<file path="config.mk">
export PLATFORM = sky130hd
export DESIGN_NAME = fia_flash_iap
export DESIGN_NICKNAME = d
export VERILOG_FILES = /design/src/fia_pkg.sv /design/src/fia_flash_iap.sv
export SDC_FILE = /design/constraint.sdc
export NUM_CORES = 1
export LEC_CHECK = 0
export CORE_UTILIZATION = 50
export DETAILED_ROUTE_END_ITERATION = 6
export DONT_BUFFER_PORTS = 1
export PLACE_DENSITY_LB_ADDON = 0.2
export REMOVE_ABC_BUFFERS = 1
export SLEW_MARGIN = 30
export SYNTH_ARGS = -nofsm -noshare
export SYNTH_HDL_FRONTEND = slang
export SYNTH_SLANG_ARGS = --single-unit
</file>
<file path="constraint.sdc">
create_clock -name core_clk_in -period 2.88 [get_ports core_clk_in]
set_input_delay 0.576 -clock core_clk_in [delete_from_list [all_inputs] [get_ports core_clk_in]]
set_output_delay 0.576 -clock core_clk_in [all_outputs]
set_load 0.005 [all_outputs]
</file>
<file path="src/fia_pkg.sv">
// constants for the flash in-application programming controller
package fia_pkg;
    // special register addresses, low byte of the data memory address
    localparam logic [7:0] ADDR_CTRL_MAIN   = 8'h6D;
    localparam logic [7:0] ADDR_CTRL_CHIPRST = 8'h6E;
    localparam logic [7:0] ADDR_CTRL_BUFCLR = 8'h6F;
    localparam logic [7:0] ADDR_ADDR_LOW    = 8'h70;
    localparam logic [7:0] ADDR_ADDR_HIGH   = 8'h71;
    localparam logic [7:0] ADDR_DATA_FIRST  = 8'h72;
    localparam logic [7:0] ADDR_DATA_LAST   = 8'h79;
    localparam logic [7:0] ADDR_PATTERN_FIRST = 8'h74;
    localparam logic [3:0] CTRL_SECTOR      = 4'h1;
    localparam int         DATA_BYTES       = 8;

    // flash_ctrl_main field positions
    localparam int BIT_UNLOCKED = 7;
    localparam int MODE_HI      = 6;
    localparam int MODE_LO      = 4;
    localparam int BIT_PROC_EN  = 3;
    localparam int BIT_WRITE    = 2;
    localparam int BIT_RDEN     = 1;
    localparam int BIT_READ     = 0;
    localparam int BIT_BUFCLR   = 0;

    // operation_select_field codes
    localparam logic [2:0] MODE_WRITE  = 3'h0;
    localparam logic [2:0] MODE_ERASE  = 3'h1;
    localparam logic [2:0] MODE_READ   = 3'h3;
    localparam logic [2:0] MODE_UNLOCK = 3'h6;

    localparam logic [7:0] RESET_BYTE     = 8'h00;
    localparam logic [7:0] CHIP_RESET_KEY = 8'h55;

    // unlock pattern, byte i at [8*i +: 8]
    localparam logic [47:0] UNLOCK_PATTERN = 48'h40C3090D0400;
    localparam logic [2:0]  PATTERN_LAST   = 3'h5;

    // unlock timeout, counted on slow_internal_oscillator ticks
    localparam longint TIMEOUT_US    = 300;
    localparam longint SLOW_OSC_HZ   = 32000;
    localparam logic [3:0] TIMEOUT_TICKS = 4'((TIMEOUT_US * SLOW_OSC_HZ) / 1000000);

    // address high widths per variant
    localparam logic [7:0] ADDR_HIGH_MASK_SMALL = 8'h1F;
    localparam logic [7:0] ADDR_HIGH_MASK_LARGE = 8'h3F;
endpackage

</file>
<file path="src/fia_flash_iap.sv">
// flash in-application programming: unlock sequence, registers, operation launch
//
// What this block does
// - enable bit may be set together with the mode code in one write
// - starting the procedure arms a 300 us timeout; pattern must finish before it
// - timeout counts ticks of the slow internal oscillator, not the system clock
// - overflow or wrong byte leaves writes locked and clears the enable bit
// - correct pattern in time unlocks, clears enable bit, sets unlocked flag
// - flash modifying operations are allowed only while the unlocked flag is set
// - software clearing the unlocked flag re-locks flash writing
// - erase page is 32 words on small variant, 64 on large variant
// - small variant page is address high over address low bits 7..5
// - large variant page is address high over address low bits 7..6
// - processor halted while write or read trigger bit is one
// - third data word low/high bytes readable, writable, reset to zero
// - fourth data word low/high bytes readable, writable, reset to zero
// - the three control registers respond only in data memory sector 1
// - mode codes decode write, page erase, read, unlock; others reserved
// - software writing one to the unlocked flag does nothing
// - write trigger set by software only, cleared by hardware on completion
`timescale 1ns/1ps
module fia_flash_iap #(
    parameter bit LARGE_VARIANT = 1'b0
) (
    input  wire logic        core_clk_in,
    input  wire logic        rst_n_in,
    input  wire logic        slow_osc_tick_in,
    input  wire logic [3:0]  sfr_sector_in,
    input  wire logic [7:0]  sfr_addr_in,
    input  wire logic        sfr_wr_in,
    input  wire logic [7:0]  sfr_wdata_in,
    output logic      [7:0]  sfr_rdata_out,
    input  wire logic        flash_done_in,
    input  wire logic [15:0] flash_rdata_in,
    output logic             flash_write_out,
    output logic             flash_erase_out,
    output logic             flash_read_out,
    output logic      [13:0] flash_addr_out,
    output logic      [7:0]  flash_page_out,
    output logic      [63:0] flash_wdata_out,
    output logic             write_buf_clear_out,
    output logic             chip_reset_out,
    output logic             cpu_stall_out,
    output logic             write_unlocked_out
);

    typedef enum logic {UL_IDLE, UL_ARMED} fia_unlock_e;

    ////////////////////////////////////////////////////////////////////////////////
    // decode helpers

    // control registers live only in one sector
    function automatic logic in_ctrl_space(input logic [7:0] a, input logic [3:0] s);
        in_ctrl_space = (s == fia_pkg::CTRL_SECTOR) &&
                        (a >= fia_pkg::ADDR_CTRL_MAIN) && (a <= fia_pkg::ADDR_CTRL_BUFCLR);
    endfunction

    // erase page number from the address pair
    function automatic logic [7:0] page_of(input logic [7:0] hi, input logic [7:0] lo);
        if (LARGE_VARIANT) begin
            page_of = {hi[5:0], lo[7:6]};
        end else begin
            page_of = {hi[4:0], lo[7:5]};
        end
    endfunction

    ////////////////////////////////////////////////////////////////////////////////
    // state

    logic              unlocked;
    logic [2:0]        mode_sel;
    logic              proc_en;
    logic              wr_trig;
    logic              rd_en;
    logic              rd_trig;
    logic              buf_clr;
    logic [7:0]        addr_low;
    logic [7:0]        addr_high;
    logic [7:0]        data_byte [0:fia_pkg::DATA_BYTES-1];
    fia_unlock_e       ul_state;
    logic [2:0]        ul_idx;
    logic [3:0]        ul_ticks;
    logic              op_busy;
    logic              op_read;

    ////////////////////////////////////////////////////////////////////////////////
    // write decode

    wire        ctrl_ok     = in_ctrl_space(sfr_addr_in, sfr_sector_in);
    wire        wr_main     = sfr_wr_in && ctrl_ok && (sfr_addr_in == fia_pkg::ADDR_CTRL_MAIN);
    wire        wr_chiprst  = sfr_wr_in && ctrl_ok && (sfr_addr_in == fia_pkg::ADDR_CTRL_CHIPRST);
    wire        wr_bufclr   = sfr_wr_in && ctrl_ok && (sfr_addr_in == fia_pkg::ADDR_CTRL_BUFCLR);
    wire        wr_alow     = sfr_wr_in && (sfr_addr_in == fia_pkg::ADDR_ADDR_LOW);
    wire        wr_ahigh    = sfr_wr_in && (sfr_addr_in == fia_pkg::ADDR_ADDR_HIGH);
    wire [2:0]  wr_mode     = sfr_wdata_in[fia_pkg::MODE_HI:fia_pkg::MODE_LO];
    wire [7:0]  high_mask   = LARGE_VARIANT ? fia_pkg::ADDR_HIGH_MASK_LARGE
                                            : fia_pkg::ADDR_HIGH_MASK_SMALL;

    ////////////////////////////////////////////////////////////////////////////////
    // unlock sequence decode

    // mode and enable accepted in the same write
    wire ul_start   = wr_main && sfr_wdata_in[fia_pkg::BIT_PROC_EN]
                      && (wr_mode == fia_pkg::MODE_UNLOCK);
    wire ul_abort   = wr_main && !sfr_wdata_in[fia_pkg::BIT_PROC_EN];
    wire pat_wr     = sfr_wr_in && (sfr_addr_in >= fia_pkg::ADDR_PATTERN_FIRST)
                      && (sfr_addr_in <= fia_pkg::ADDR_DATA_LAST);
    wire [7:0] exp_addr = fia_pkg::ADDR_PATTERN_FIRST + {5'h00, ul_idx};
    wire [7:0] exp_data = fia_pkg::UNLOCK_PATTERN[{ul_idx, 3'h0} +: 8];
    // wrong register or wrong value both fail the attempt
    wire pat_match  = (sfr_addr_in == exp_addr) && (sfr_wdata_in == exp_data);
    wire armed      = (ul_state == UL_ARMED);
    wire ul_timeout = armed && slow_osc_tick_in
                      && (ul_ticks == fia_pkg::TIMEOUT_TICKS - 4'h1);
    wire ul_success = armed && !ul_timeout && pat_wr && pat_match
                      && (ul_idx == fia_pkg::PATTERN_LAST);
    wire ul_fail    = armed && (ul_timeout || (pat_wr && !pat_match));

    ////////////////////////////////////////////////////////////////////////////////
    // operation launch decode

    // reserved mode codes launch nothing and the trigger just drops
    wire mode_modify = (mode_sel == fia_pkg::MODE_WRITE) || (mode_sel == fia_pkg::MODE_ERASE);
    wire mode_rd     = (mode_sel == fia_pkg::MODE_READ);
    wire wr_allowed  = unlocked && mode_modify;
    wire rd_allowed  = rd_en && mode_rd;
    wire launch_wr   = !op_busy && wr_trig && wr_allowed;
    wire launch_rd   = !op_busy && !wr_trig && rd_trig && rd_allowed;
    wire reject_wr   = !op_busy && wr_trig && !wr_allowed;
    wire reject_rd   = !op_busy && !wr_trig && rd_trig && !rd_allowed;
    wire op_finish   = op_busy && flash_done_in;

    ////////////////////////////////////////////////////////////////////////////////
    // next values for flash_ctrl_main

    // hardware set wins; software can only clear the flag
    wire next_unlocked = ul_success ? 1'b1 :
                         (wr_main && !sfr_wdata_in[fia_pkg::BIT_UNLOCKED]) ? 1'b0 :
                         unlocked;
    wire next_proc_en  = (ul_success || (ul_fail && !ul_start)) ? 1'b0 :
                         wr_main ? sfr_wdata_in[fia_pkg::BIT_PROC_EN] : proc_en;
    // software set wins over a completion in the same cycle
    wire next_wr_trig  = (wr_main && sfr_wdata_in[fia_pkg::BIT_WRITE]) ? 1'b1 :
                         ((op_finish && !op_read) || reject_wr) ? 1'b0 : wr_trig;
    wire next_rd_trig  = (wr_main && sfr_wdata_in[fia_pkg::BIT_READ]) ? 1'b1 :
                         ((op_finish && op_read) || reject_rd) ? 1'b0 : rd_trig;

    ////////////////////////////////////////////////////////////////////////////////
    // control register

    always_ff @(posedge core_clk_in or negedge rst_n_in) begin
        if (!rst_n_in) begin
            unlocked <= 1'b0;
            mode_sel <= 3'h0;
            proc_en  <= 1'b0;
            wr_trig  <= 1'b0;
            rd_en    <= 1'b0;
            rd_trig  <= 1'b0;
        end else begin
            unlocked <= next_unlocked;
            proc_en  <= next_proc_en;
            wr_trig  <= next_wr_trig;
            rd_trig  <= next_rd_trig;
            if (wr_main) begin
                mode_sel <= wr_mode;
                rd_en    <= sfr_wdata_in[fia_pkg::BIT_RDEN];
            end
        end
    end

    ////////////////////////////////////////////////////////////////////////////////
    // unlock sequencer, timeout on slow oscillator enable ticks

    always_ff @(posedge core_clk_in or negedge rst_n_in) begin
        if (!rst_n_in) begin
            ul_state <= UL_IDLE;
            ul_idx   <= 3'h0;
            ul_ticks <= 4'h0;
        end else if (ul_start) begin
            ul_state <= UL_ARMED;
            ul_idx   <= 3'h0;
            ul_ticks <= 4'h0;
        end else begin
            case (ul_state)
                UL_IDLE: begin
                    ul_idx <= 3'h0;
                end
                UL_ARMED: begin
                    if (ul_fail || ul_success || ul_abort) begin
                        ul_state <= UL_IDLE;
                    end else begin
                        if (pat_wr) begin
                            ul_idx <= ul_idx + 3'h1;
                        end
                        if (slow_osc_tick_in) begin
                            ul_ticks <= ul_ticks + 4'h1;
                        end
                    end
                end
                default: begin
                    ul_state <= UL_IDLE;
                end
            endcase
        end
    end

    ////////////////////////////////////////////////////////////////////////////////
    // address, buffer clear and chip reset strobes

    always_ff @(posedge core_clk_in or negedge rst_n_in) begin
        if (!rst_n_in) begin
            addr_low            <= fia_pkg::RESET_BYTE;
            addr_high           <= fia_pkg::RESET_BYTE;
            buf_clr             <= 1'b0;
            write_buf_clear_out <= 1'b0;
            chip_reset_out      <= 1'b0;
        end else begin
            if (wr_alow) begin
                addr_low <= sfr_wdata_in;
            end
            if (wr_ahigh) begin
                addr_high <= sfr_wdata_in & high_mask;
            end
            // buffer clear finishes in one cycle, so the bit reads back one once
            buf_clr             <= wr_bufclr && sfr_wdata_in[fia_pkg::BIT_BUFCLR];
            write_buf_clear_out <= wr_bufclr && sfr_wdata_in[fia_pkg::BIT_BUFCLR];
            chip_reset_out      <= wr_chiprst && (sfr_wdata_in == fia_pkg::CHIP_RESET_KEY);
        end
    end

    ////////////////////////////////////////////////////////////////////////////////
    // data word bytes; the first word also catches read results

    genvar gi;
    generate
        for (gi = 0; gi < fia_pkg::DATA_BYTES; gi++) begin : g_data
            localparam logic [7:0] MY_ADDR = fia_pkg::ADDR_DATA_FIRST + 8'(gi);
            always_ff @(posedge core_clk_in or negedge rst_n_in) begin
                if (!rst_n_in) begin
                    data_byte[gi] <= fia_pkg::RESET_BYTE;
                end else if (op_finish && op_read && (gi < 2)) begin
                    data_byte[gi] <= flash_rdata_in[8*(gi%2) +: 8];
                end else if (sfr_wr_in && (sfr_addr_in == MY_ADDR)) begin
                    data_byte[gi] <= sfr_wdata_in;
                end
            end
        end
    endgenerate

    ////////////////////////////////////////////////////////////////////////////////
    // flash operation engine

    always_ff @(posedge core_clk_in or negedge rst_n_in) begin
        if (!rst_n_in) begin
            op_busy         <= 1'b0;
            op_read         <= 1'b0;
            flash_write_out <= 1'b0;
            flash_erase_out <= 1'b0;
            flash_read_out  <= 1'b0;
        end else begin
            flash_write_out <= launch_wr && (mode_sel == fia_pkg::MODE_WRITE);
            flash_erase_out <= launch_wr && (mode_sel == fia_pkg::MODE_ERASE);
            flash_read_out  <= launch_rd;
            if (launch_wr || launch_rd) begin
                op_busy <= 1'b1;
                op_read <= launch_rd;
            end else if (op_finish) begin
                op_busy <= 1'b0;
            end
        end
    end

    // erase page selects by variant; low bits below the page are ignored
    always_ff @(posedge core_clk_in or negedge rst_n_in) begin
        if (!rst_n_in) begin
            flash_addr_out  <= 14'h0000;
            flash_page_out  <= 8'h00;
            flash_wdata_out <= 64'h0000000000000000;
        end else begin
            flash_addr_out  <= {addr_high[5:0], addr_low};
            flash_page_out  <= page_of(addr_high, addr_low);
            flash_wdata_out <= {data_byte[7], data_byte[6], data_byte[5], data_byte[4],
                                data_byte[3], data_byte[2], data_byte[1], data_byte[0]};
        end
    end

    // processor held while either trigger is pending
    assign cpu_stall_out      = wr_trig || rd_trig;
    assign write_unlocked_out = unlocked;

    ////////////////////////////////////////////////////////////////////////////////
    // read-back, registered; unmapped or hidden addresses read zero

    wire [7:0] main_val = {unlocked, mode_sel, proc_en, wr_trig, rd_en, rd_trig};
    wire [7:0] data_val = data_byte[3'(sfr_addr_in - fia_pkg::ADDR_DATA_FIRST)];
    wire       is_data  = (sfr_addr_in >= fia_pkg::ADDR_DATA_FIRST)
                          && (sfr_addr_in <= fia_pkg::ADDR_DATA_LAST);
    wire [7:0] rd_val   =
        (ctrl_ok && sfr_addr_in == fia_pkg::ADDR_CTRL_MAIN)   ? main_val :
        (ctrl_ok && sfr_addr_in == fia_pkg::ADDR_CTRL_BUFCLR) ? {7'h00, buf_clr} :
        (sfr_addr_in == fia_pkg::ADDR_ADDR_LOW)                ? addr_low :
        (sfr_addr_in == fia_pkg::ADDR_ADDR_HIGH)               ? addr_high :
        is_data                                                ? data_val : 8'h00;

    always_ff @(posedge core_clk_in or negedge rst_n_in) begin
        if (!rst_n_in) begin
            sfr_rdata_out <= 8'h00;
        end else begin
            sfr_rdata_out <= rd_val;
        end
    end
endmodule // fia_flash_iap

</file>
==> results.cfg, run 1 <==
[die]
die_x_um = 124.9
core-area_um2 = 14640
dieArea_um2 = 15590
start_util_pct = 51.55
rows = 44
die_h_um = 124.9
pin_count = 142

[cells_and_area]
layout_common_cells = dfrtp_1, mux2_2, nand2_1
fin_nets = 590
drive_above_1_share_pct = 24.28
diodes = 0
layout.cells.non_filler = 740
layout_commonest_cell = dfrtp_1
area_delta_synth_final_pct = 8.669
fin_util_pct = 56.02

[place]
gp_congestion = 0.8900
post-place-ws_ns = 0.3629
port_buffers = 0
dp_cells = 708
dp_hpwl_um = 11370

[synthesis]
synth_edf_count = 0
synthArstFlopShare_pct = 100.0
synth_compound_area_share_pct = 6.282
syn_inst = 553
postSynthAreaPerCell_um2 = 13.65
ys_types = 61
synth_top_family_by_area = multiplexers
netlist_area_um2 = 7548
seq_area_frac_synth_pct = 61.33
synthAdderAreaFrac_pct = 0.9945
synth_xor_xnor_area_share_pct = 0.4641
yosys_warnings = 0
synth_ff_type = dfrtp_1
muxShareOfSynthArea_pct = 18.03
synth-seq-cells = 185
synthSimpleGateAreaFrac_pct = 9.995

[clocking]
post-cts-setup-buffer-count = 0
clkSinkCount = 185
clkLatencyLatePin_ns = 0.43
tritoncts = yes
cts-resized-gates = 0
numCtsBuffers = 17
clockBufferDepth = 2
clockRootBuffer = clkbuf_16
clk_pin_slew_ns = 0.07
cts_max_level = 4

[outcome]
violations = design-rule violations, negative hold slack
status = finished, violations left

[setup_path]
r2r_slack_ns = 0.45
critical_path.reg2reg.startpoint = ul_idx[1]
cpMostUsedCell = mux2i_1
cp.arrival_ns = 2.76
cp_cell_sequence = inv_1 -> ha_1 -> mux2i_1 -> xnor2_1 -> or4_4 -> nor4b_4 -> mux2i_1 -> nor2_1
cp-end-kind = flip-flop
slowest_delay_ns = 0.56
rr_worst_depth = 8
critical_path_required_ns = 3.20
cp_max_fo = 8
r2r_end = ul_idx[1]
worstSetupPathType = reg2reg
critPathSlowestCell = or4_4
start_kind = flip-flop

[detailed_routing]
first_pass_iters = 7
wl_um = 17250
routed-via-count = 4421
antenna_left = 0
drtIter0Drc = 345
drc_errors = 28
wl_per_cell_um = 23.31
vias_per_cell = 5.974

[pwr]
power.density_nw_per_um2 = 624.6
leakage_nw = 3.876
ir_drop_uv = 441.6

[sta]
finalCritPeriodShare_pct = 84.54
clock_skew_ns = 0.008300
fmax_mhz = 410.7
drv_slew = 0
hold_ws_ns = -0.1587
tightest_slew_ns = 0.8552
period_minus_slack_ns = 2.435
hold_viol_final = 185
finalSetupViolCount = 0
rsz0062_at_grt = no
setup_slack_ns = 0.4452
slew_headroom_pct = 42.39
tns_ns = 0

[min_path]
hp-class = in2async

[global_route]
globalRouteOverflowTotal = 0
antenna_found_initial = 0
grt_pass1_wl_um = 26920
grt_pass1_vias = 4559
grt_max_degree = 186
grt_usage_pct = 23.47

[run]
max_cap_viol_count = 0
## critical path: cells and delay by family (launching register included)
family        cells  cell delay (ns)
simple gates      3             0.95
flops             1             0.46
mux               2             0.43
fa+ha+maj         1             0.21
xor+xnor          1             0.17
buf+inv           1             0.10
## per-stage QoR
stage | total power, mW | cell area, um2
finish | 5.123 | 8203
global route | 5.298 | 8203
CTS | 5.166 | 8203
detailed placement | 2.978 | 7650
global placement | 2.971 | 7650
floorplan | 2.921 | 7367
## final cells by class
| class | count | area (um2) |
|---|---|---|
| Fill cell | 1191 | 6441 |
| Sequential cell | 185 | 4629 |
| Multi-Input combinational cell | 323 | 2704 |
| Clock buffer | 19 | 432.9 |
| Tap cell | 184 | 230.2 |
| Clock inverter | 13 | 120.1 |
| Timing Repair Buffer | 7 | 52.55 |
| Inverter | 9 | 33.78 |
## cell usage after synthesis, types with 2 or more instances
library cell	count	share of area, %
and3_1	3	0.25
and2_1	3	0.25
mux2i_1	28	3.7
buf_2	4	0.27
a41o_1	2	0.27
clkbuf_1	21	1.0
or2_2	4	0.33
nor3b_1	4	0.40
a22oi_1	6	0.60
o21bai_1	2	0.20
or3_1	3	0.25
nor3_4	2	0.43
nor2_2	3	0.25
mux2_2	64	9.5
or4_4	2	0.30
a21oi_1	16	1.1
inv_1	9	0.45
o311ai_0	2	0.23
nand3_1	5	0.33
a21o_1	2	0.20
nor2_1	22	1.1
nand2b_1	9	0.75
nand2_1	37	1.8
mux4_2	16	4.8
xnor2_1	2	0.23
buf_4	9	0.90
dfrtp_1	185	61
and4_1	2	0.23
o31ai_1	3	0.30
xor2_1	2	0.23
or4_1	3	0.30
nand4_1	5	0.41
nand4b_1	3	0.35
o21ai_0	30	2.0
ha_1	6	0.99
nor3_1	9	0.60
## worst max-delay path by stage
stage | start | endpoint | slack [ns] | cells past startpoint
2_1_floorplan | sfr_addr_in[7] | addr_low[0] | 0.21 | 5
3_3_place_gp | sfr_addr_in[7] | data_byte[26] | 0.45 | 6
3_5_place_dp | sfr_addr_in[7] | data_byte[25] | 0.36 | 6
4_1_cts | ul_idx[1] | ul_idx[1] | 0.42 | 8
5_1_grt | ul_idx[1] | ul_ticks[3] | 0.32 | 8
6_report | ul_idx[1] | ul_idx[1] | 0.45 | 8
## layer usage
metal  global-route usage, %  vias up  routed length (um)
li1                        -     1954                   -
met1                   30.56     2302                7381
met2                   37.24      148                8414
met3                   7.904       17                1237
met4                   7.389        0                 220
met5                       0        -                   0
## cell families after synthesis
group / Yosys count
flops: 185
simple gates: 129
mux: 108
compound gates: 75
buf+inv: 45
fa+ha+maj: 6
xor+xnor: 4
other cells: 1
## where the power goes
| part | total [mW] | internal, mW | switching [mW] | leakage [nW] |
|---|---|---|---|---|
| registers | 2.78 | 2.70 | 0.0793 | 2.55 |
| logic | 0.148 | 0.0909 | 0.0574 | 1.07 |
| clock network | 2.19 | 1.20 | 0.996 | 0.264 |
## registers in the layout, indices dropped and copies added, names as in the netlist, 3 cells and up
| register | cells |
|---|---|
| ul_idx | 3 |
| flash_addr_out | 6 |
| mode_sel | 3 |
| addr_high | 5 |
| flash_wdata_out | 64 |
| flash_page_out | 7 |
| addr_low | 8 |
| data_byte | 64 |
| ul_ticks | 4 |
| sfr_rdata_out | 8 |
(Power assumes the default switching activity.)
==> inputs of run 2 (changes only) <==
==> constraint.sdc (replaced) <==
create_clock -name core_clk_in -period 2.1 [get_ports core_clk_in]
set_input_delay 0.42 -clock core_clk_in [delete_from_list [all_inputs] [get_ports core_clk_in]]
set_output_delay 0.42 -clock core_clk_in [all_outputs]
set_load 0.005 [all_outputs]
==> run 2 against run 1 <==
Compared with the run above: first-iteration DRC count rose by 3.5%; total power rose by 45%; the run ends with design-rule violations, negative hold slack, negative setup slack left; cell count rose by 4.1%; combinational power rose by 46%; die area did not move; clock power rose by 55%; register-to-register slack got worse by 0.53 ns; setup slack got worse by 0.53 ns; hold slack got worse by 0.16 ns.
==> results.cfg, run 2 (synthesis gave the netlist of run 1 again) <==
[outcome]
status = finished, violations left
violations = design-rule violations, negative hold slack, negative setup slack

[cells_and_area]
layout_commonest_cell = dfrtp_1
area_delta_synth_final_pct = 13.01
fill_cells = 1198
largestRegisters = data_byte x64, flash_wdata_out x64
fin_nets = 620
multi_input_area_um2 = 2728
register_area_um2 = 4629
drive_above_1_share_pct = 29.35
layout.cells.non_filler = 770
diodes = 0
layout_common_cells = dfrtp_1, mux2_2, nand2_1, buf_4, o21ai_0

[die]
start_util_pct = 51.55
die_x_um = 124.9
dieArea_um2 = 15590
pin_count = 142
rows = 44
die_h_um = 124.9
core-area_um2 = 14640

[sta]
period_minus_slack_ns = 2.186
rsz0062_at_grt = yes
hold_ws_ns = -0.3201
finalCritPeriodShare_pct = 104.1
drv_slew = 0
finalSetupViolCount = 3
fmax_mhz = 457.4
setup_slack_ns = -0.08645
clock_skew_ns = 0.008794
hold_viol_final = 185

[clocking]
numCtsBuffers = 17
clockRootBuffer = clkbuf_16
clk_pin_slew_ns = 0.07
clkLatencyLatePin_ns = 0.44
tritoncts = yes
clockBufferDepth = 2
clkSinkCount = 185
cts_max_level = 4

[detailed_routing]
routed.top_layer = met4
wl_met2_um = 8710
wl_per_cell_um = 22.45
antenna_left = 0
drtIter0Drc = 357
met1Wirelength_um = 7207
routed-via-count = 4602
routed-wl-met3_um = 1118
drc_errors = 28
first_pass_iters = 7
wl_um = 17290
vias_per_cell = 5.977

[pwr]
power_mw = 7.417
ir_drop_uv = 587.8
leakage_nw = 4.067
power.density_nw_per_um2 = 869.4

[setup_path]
r2r_slack_ns = -0.09
r2r_end = ul_ticks[3]
path_delay_family = simple AND/OR/NAND/NOR gates
cp_cell_sequence = inv_1 -> ha_2 -> mux2i_2 -> xnor2_1 -> buf_4 -> buf_4 -> nor3_4 -> a41oi_2 -> or4_1 -> a21oi_2
cp_max_fo = 4
rr_worst_depth = 10
cp-end-kind = flip-flop
start_kind = flip-flop
slowest_delay_ns = 0.44
worstSetupPathType = reg2reg
critPathSlowestCell = or4_1
cpMostUsedCell = buf_4
critical_path_required_ns = 2.47
critical_path.reg2reg.startpoint = ul_idx[0]
cp.arrival_ns = 2.55
cp_num_buf_inv = 3

[place]
dp_cells = 736
dp_hpwl_um = 11590
gp_congestion = 0.8635
port_buffers = 0

[global_route]
antenna_found_initial = 0
grt_pass1_vias = 4700
grt_max_degree = 186
grt_pass1_wl_um = 27060
globalRouteOverflowTotal = 0
grt_usage_pct = 23.54

[run]
max_cap_viol_count = 0

[min_path]
hp-class = in2async
==> run 2: cell count changes in the layout (fill, tap and decap cells not counted), sizes merged <==
cell,previous run,this run
buf,7,37
clkinv,6,1
inv,12,15
bufinv,1,3
==> run 2: how the worst max path moves through the flow <==
stage	startpoint	end	slack, ns	cells after the start
6_report	ul_idx[0]	ul_ticks[3]	-0.09	10
5_1_grt	ul_idx[0]	ul_idx[1]	-0.22	8
4_1_cts	ul_idx[0]	ul_idx[1]	-0.12	8
3_5_place_dp	ul_idx[0]	ul_idx[1]	-0.17	8
3_3_place_gp	ul_idx[0]	ul_idx[1]	-0.06	8
2_1_floorplan	sfr_addr_in[7]	addr_low[0]	-0.41	5
==> run 2: final cells by class <==
cell class | instances | share of cell area, %
well taps | 184 | 2.699
multi-input cells | 323 | 31.97
flip-flops and latches | 185 | 54.27
inverters | 9 | 0.3960
clock buffers | 19 | 5.309
clock inverters | 13 | 2.097
repair buffers | 37 | 3.256
==> run 2: timing repair <==
item	4_1_cts	5_1_grt
gates resized for setup	2	6
pin swaps	5	3
endpoints found under the hold margin	185	185
setup buffers	1	1
setup endpoints to repair	4	7
==> run 2: through the flow <==
step	util, %	setup TNS, ns	cell area, um2	worst slack, ns	hold slack, ns
2_1_floorplan	-	-3.872	7367	-0.4117	0.1244
3_3_place_gp	53.67	-0.1515	7860	-0.05863	0.1298
3_5_place_dp	53.67	-0.7969	7860	-0.1711	0.1286
4_1_cts	58.10	-0.1797	8508	-0.1203	-0.3360
5_1_grt	58.25	-0.6361	8531	-0.2164	-0.3382
6_report	58.25	-0.1747	8531	-0.08645	-0.3201
==> run 2: report_power, final <==
group	switching (mW)	total (mW)	internal, mW
Clock	1.42	3.39	1.97
Sequential	0.103	3.81	3.71
Combinational	0.0813	0.216	0.135
Total	1.61	7.42	5.81
==> run 2: metal layers <==
layer	up-vias	global-route usage (%)
met1	2404	29.60
met3	23	7.474
met5	-	0
met4	0	7.461
li1	2029	-
met2	146	38.83
==> run 2: worst reg2reg max path, cell delays in order, from the launching register on <==
cell     delay (ns)
dfrtp_1        0.38
inv_1          0.06
ha_2           0.19
mux2i_2        0.19
xnor2_1        0.11
buf_4          0.14
buf_4          0.13
nor3_4         0.18
a41oi_2        0.15
or4_1          0.44
a21oi_2        0.15
==> inputs of run 3 (changes only) <==
--- a/config.mk
+++ b/config.mk
@@ -5,7 +5,7 @@
 export SDC_FILE = /design/constraint.sdc
 export NUM_CORES = 1
 export LEC_CHECK = 0
-export CORE_UTILIZATION = 50
+export CORE_UTILIZATION = 40
 export DETAILED_ROUTE_END_ITERATION = 6
 export DONT_BUFFER_PORTS = 1
 export PLACE_DENSITY_LB_ADDON = 0.2
==> run 3 against run 2 <==
Compared with the run above: the flow finishes with violations (negative hold slack, negative setup slack); sequential power about the same; sequential cell count unchanged; critical path depth down 4; clock power down 8.0%; non-clock buffer count down 1; total power down 3.6%; first-iteration DRC count down 2.8%; clock skew up 0.0012 ns; clock-buffer cell count up 7; critical path type unchanged; largest cell class unchanged.
==> results.cfg, run 3 (synthesis gave the netlist of run 1 again) <==
[outcome]
status = finished, violations left
violations = negative hold slack, negative setup slack

[global_route]
grt_max_degree = 186
grt_busiest_layer = met2
grt_util_met1_pct = 24.20
globalRouteOverflowTotal = 0
use_met3_pct = 5.058
grt_usage_pct = 19.85
antenna_found_initial = 0
grt_pass1_wl_um = 28590
gr-usage-met2_pct = 33.91
grt_pass1_vias = 4863

[sta]
drv_slew = 0
clock_skew_ns = 0.009952
finalSetupViolCount = 2
hold_viol_final = 185
tns_ns = -0.06554
fmax_mhz = 462.0
setup_slack_ns = -0.06433
hold_ws_ns = -0.3027
rsz0062_at_grt = yes
period_minus_slack_ns = 2.164
finalCritPeriodShare_pct = 103.1

[setup_path]
critical_path_required_ns = 2.42
worstSetupPathType = reg2reg
start_kind = flip-flop
cp_max_fo = 3
cp-end-kind = flip-flop
cp.arrival_ns = 2.49

[place]
placed_cell_area_um2 = 7949
gp_congestion = 0.8280
port_buffers = 0
dp_hpwl_um = 12460

[detailed_routing]
routed-via-count = 4583
vias_per_cell = 5.630
wl_um = 18580
drc_errors = 0
drtIter0Drc = 347
first_pass_iters = 5
wl_per_cell_um = 22.82
antenna_left = 0

[clocking]
cts_max_level = 4
clk_pin_slew_ns = 0.07
numCtsBuffers = 17
clockBufferDepth = 2
clockRootBuffer = clkbuf_16
tritoncts = yes
clkLatencyLatePin_ns = 0.43
clkSinkCount = 185

[cells_and_area]
drive_above_1_share_pct = 28.89
fin_area_um2 = 8567
layout_common_cells = dfrtp_1, mux2_2, nand2_1
layout_commonest_cell = dfrtp_1
largestRegisters = data_byte x64, flash_wdata_out x64
area_delta_synth_final_pct = 13.49
diodes = 0
fill_cells = 1577
fin_util_pct = 47.05
fin_nets = 619

[run]
max_cap_viol_count = 0

[die]
core-area_um2 = 18210
rows = 49
pin_count = 142
start_util_pct = 41.46
die_x_um = 139.4
dieArea_um2 = 19420
die_h_um = 139.4

[pwr]
ir_drop_uv = 521.9
leakage_nw = 4.040
power.density_nw_per_um2 = 835.0

[min_path]
hp-class = in2async
run 3: changes by cell type in the layout (fill, tap and decap cells not counted), sizes merged:
cell      before  now
inv           15   10
clkbuf        19   26
clkinvlp       3    2
bufinv         3    2
buf           37   36
run 3: through the flow:
| step | power [mW] | hold slack (ns) | cells | setup slack [ns] |
|---|---|---|---|---|
| 4_1_cts | 7.227 | -0.3332 | 815 | -0.1149 |
| 3_3_place_gp | 4.088 | 0.1293 | 782 | -0.02779 |
| 2_1_floorplan | 4.006 | 0.1244 | 517 | -0.4117 |
| 5_1_grt | 7.420 | -0.3365 | 814 | -0.1725 |
| 6_report | 7.153 | -0.3027 | 814 | -0.06433 |
| 3_5_place_dp | 4.099 | 0.1300 | 782 | -0.1248 |
run 3: critical path, cell delays in order, from the launching register on:
cell     delay [ns]
dfrtp_1        0.41
xor2_1         0.16
or3_1          0.31
or4_4          0.54
nor4b_4        0.35
mux2i_1        0.24
nor2_1         0.06
run 3: layout make-up:
| class | count | area (um2) | share of cell area, % |
|---|---|---|---|
| Sequential cell | 185 | 4629 | 54.04 |
| Multi-Input combinational cell | 323 | 2750 | 32.10 |
| Clock buffer | 26 | 479.2 | 5.594 |
| Timing Repair Buffer | 36 | 299.0 | 3.491 |
| Tap cell | 229 | 286.5 | 3.345 |
| Clock inverter | 6 | 88.84 | 1.037 |
| Inverter | 9 | 33.78 | 0.3943 |
run 3: per-layer routing:
layer	share of wire, %	vias to the layer above
li1	-	2024
met2	51	147
met5	0	-
met3	5.4	27
met1	42	2385
met4	1.6	0
run 3: where the power goes:
part / total (mW) / switching, mW / internal, mW
sequential: 3.81 / 0.107 / 3.71
clock: 3.12 / 1.30 / 1.82
combinational: 0.220 / 0.0845 / 0.135
run 3: worst paths after layout:
check,from,end,slack (ns),cells past startpoint
worst max-delay path,ul_idx[0],ul_idx[1],-0.06,6
worst min-delay path,rst_n_in,data_byte[53],-0.30,0
worst max register to register,ul_idx[0],ul_idx[1],-0.06,6
worst min register to register,data_byte[55],flash_wdata_out[15],0.39,0
max in group asynchronous,rst_n_in,sfr_rdata_out[5],2.16,0
min in group core_clk_in,flash_rdata_in[14],data_byte[54],0.11,2
run 3: repair_timing:
item / 4_1_cts / 5_1_grt
gates resized for setup: 5 / 10
setup endpoints to repair: 2 / 9
setup buffers: 1 / 0
pin swaps: 10 / 6
hold endpoints to repair: 185 / 185
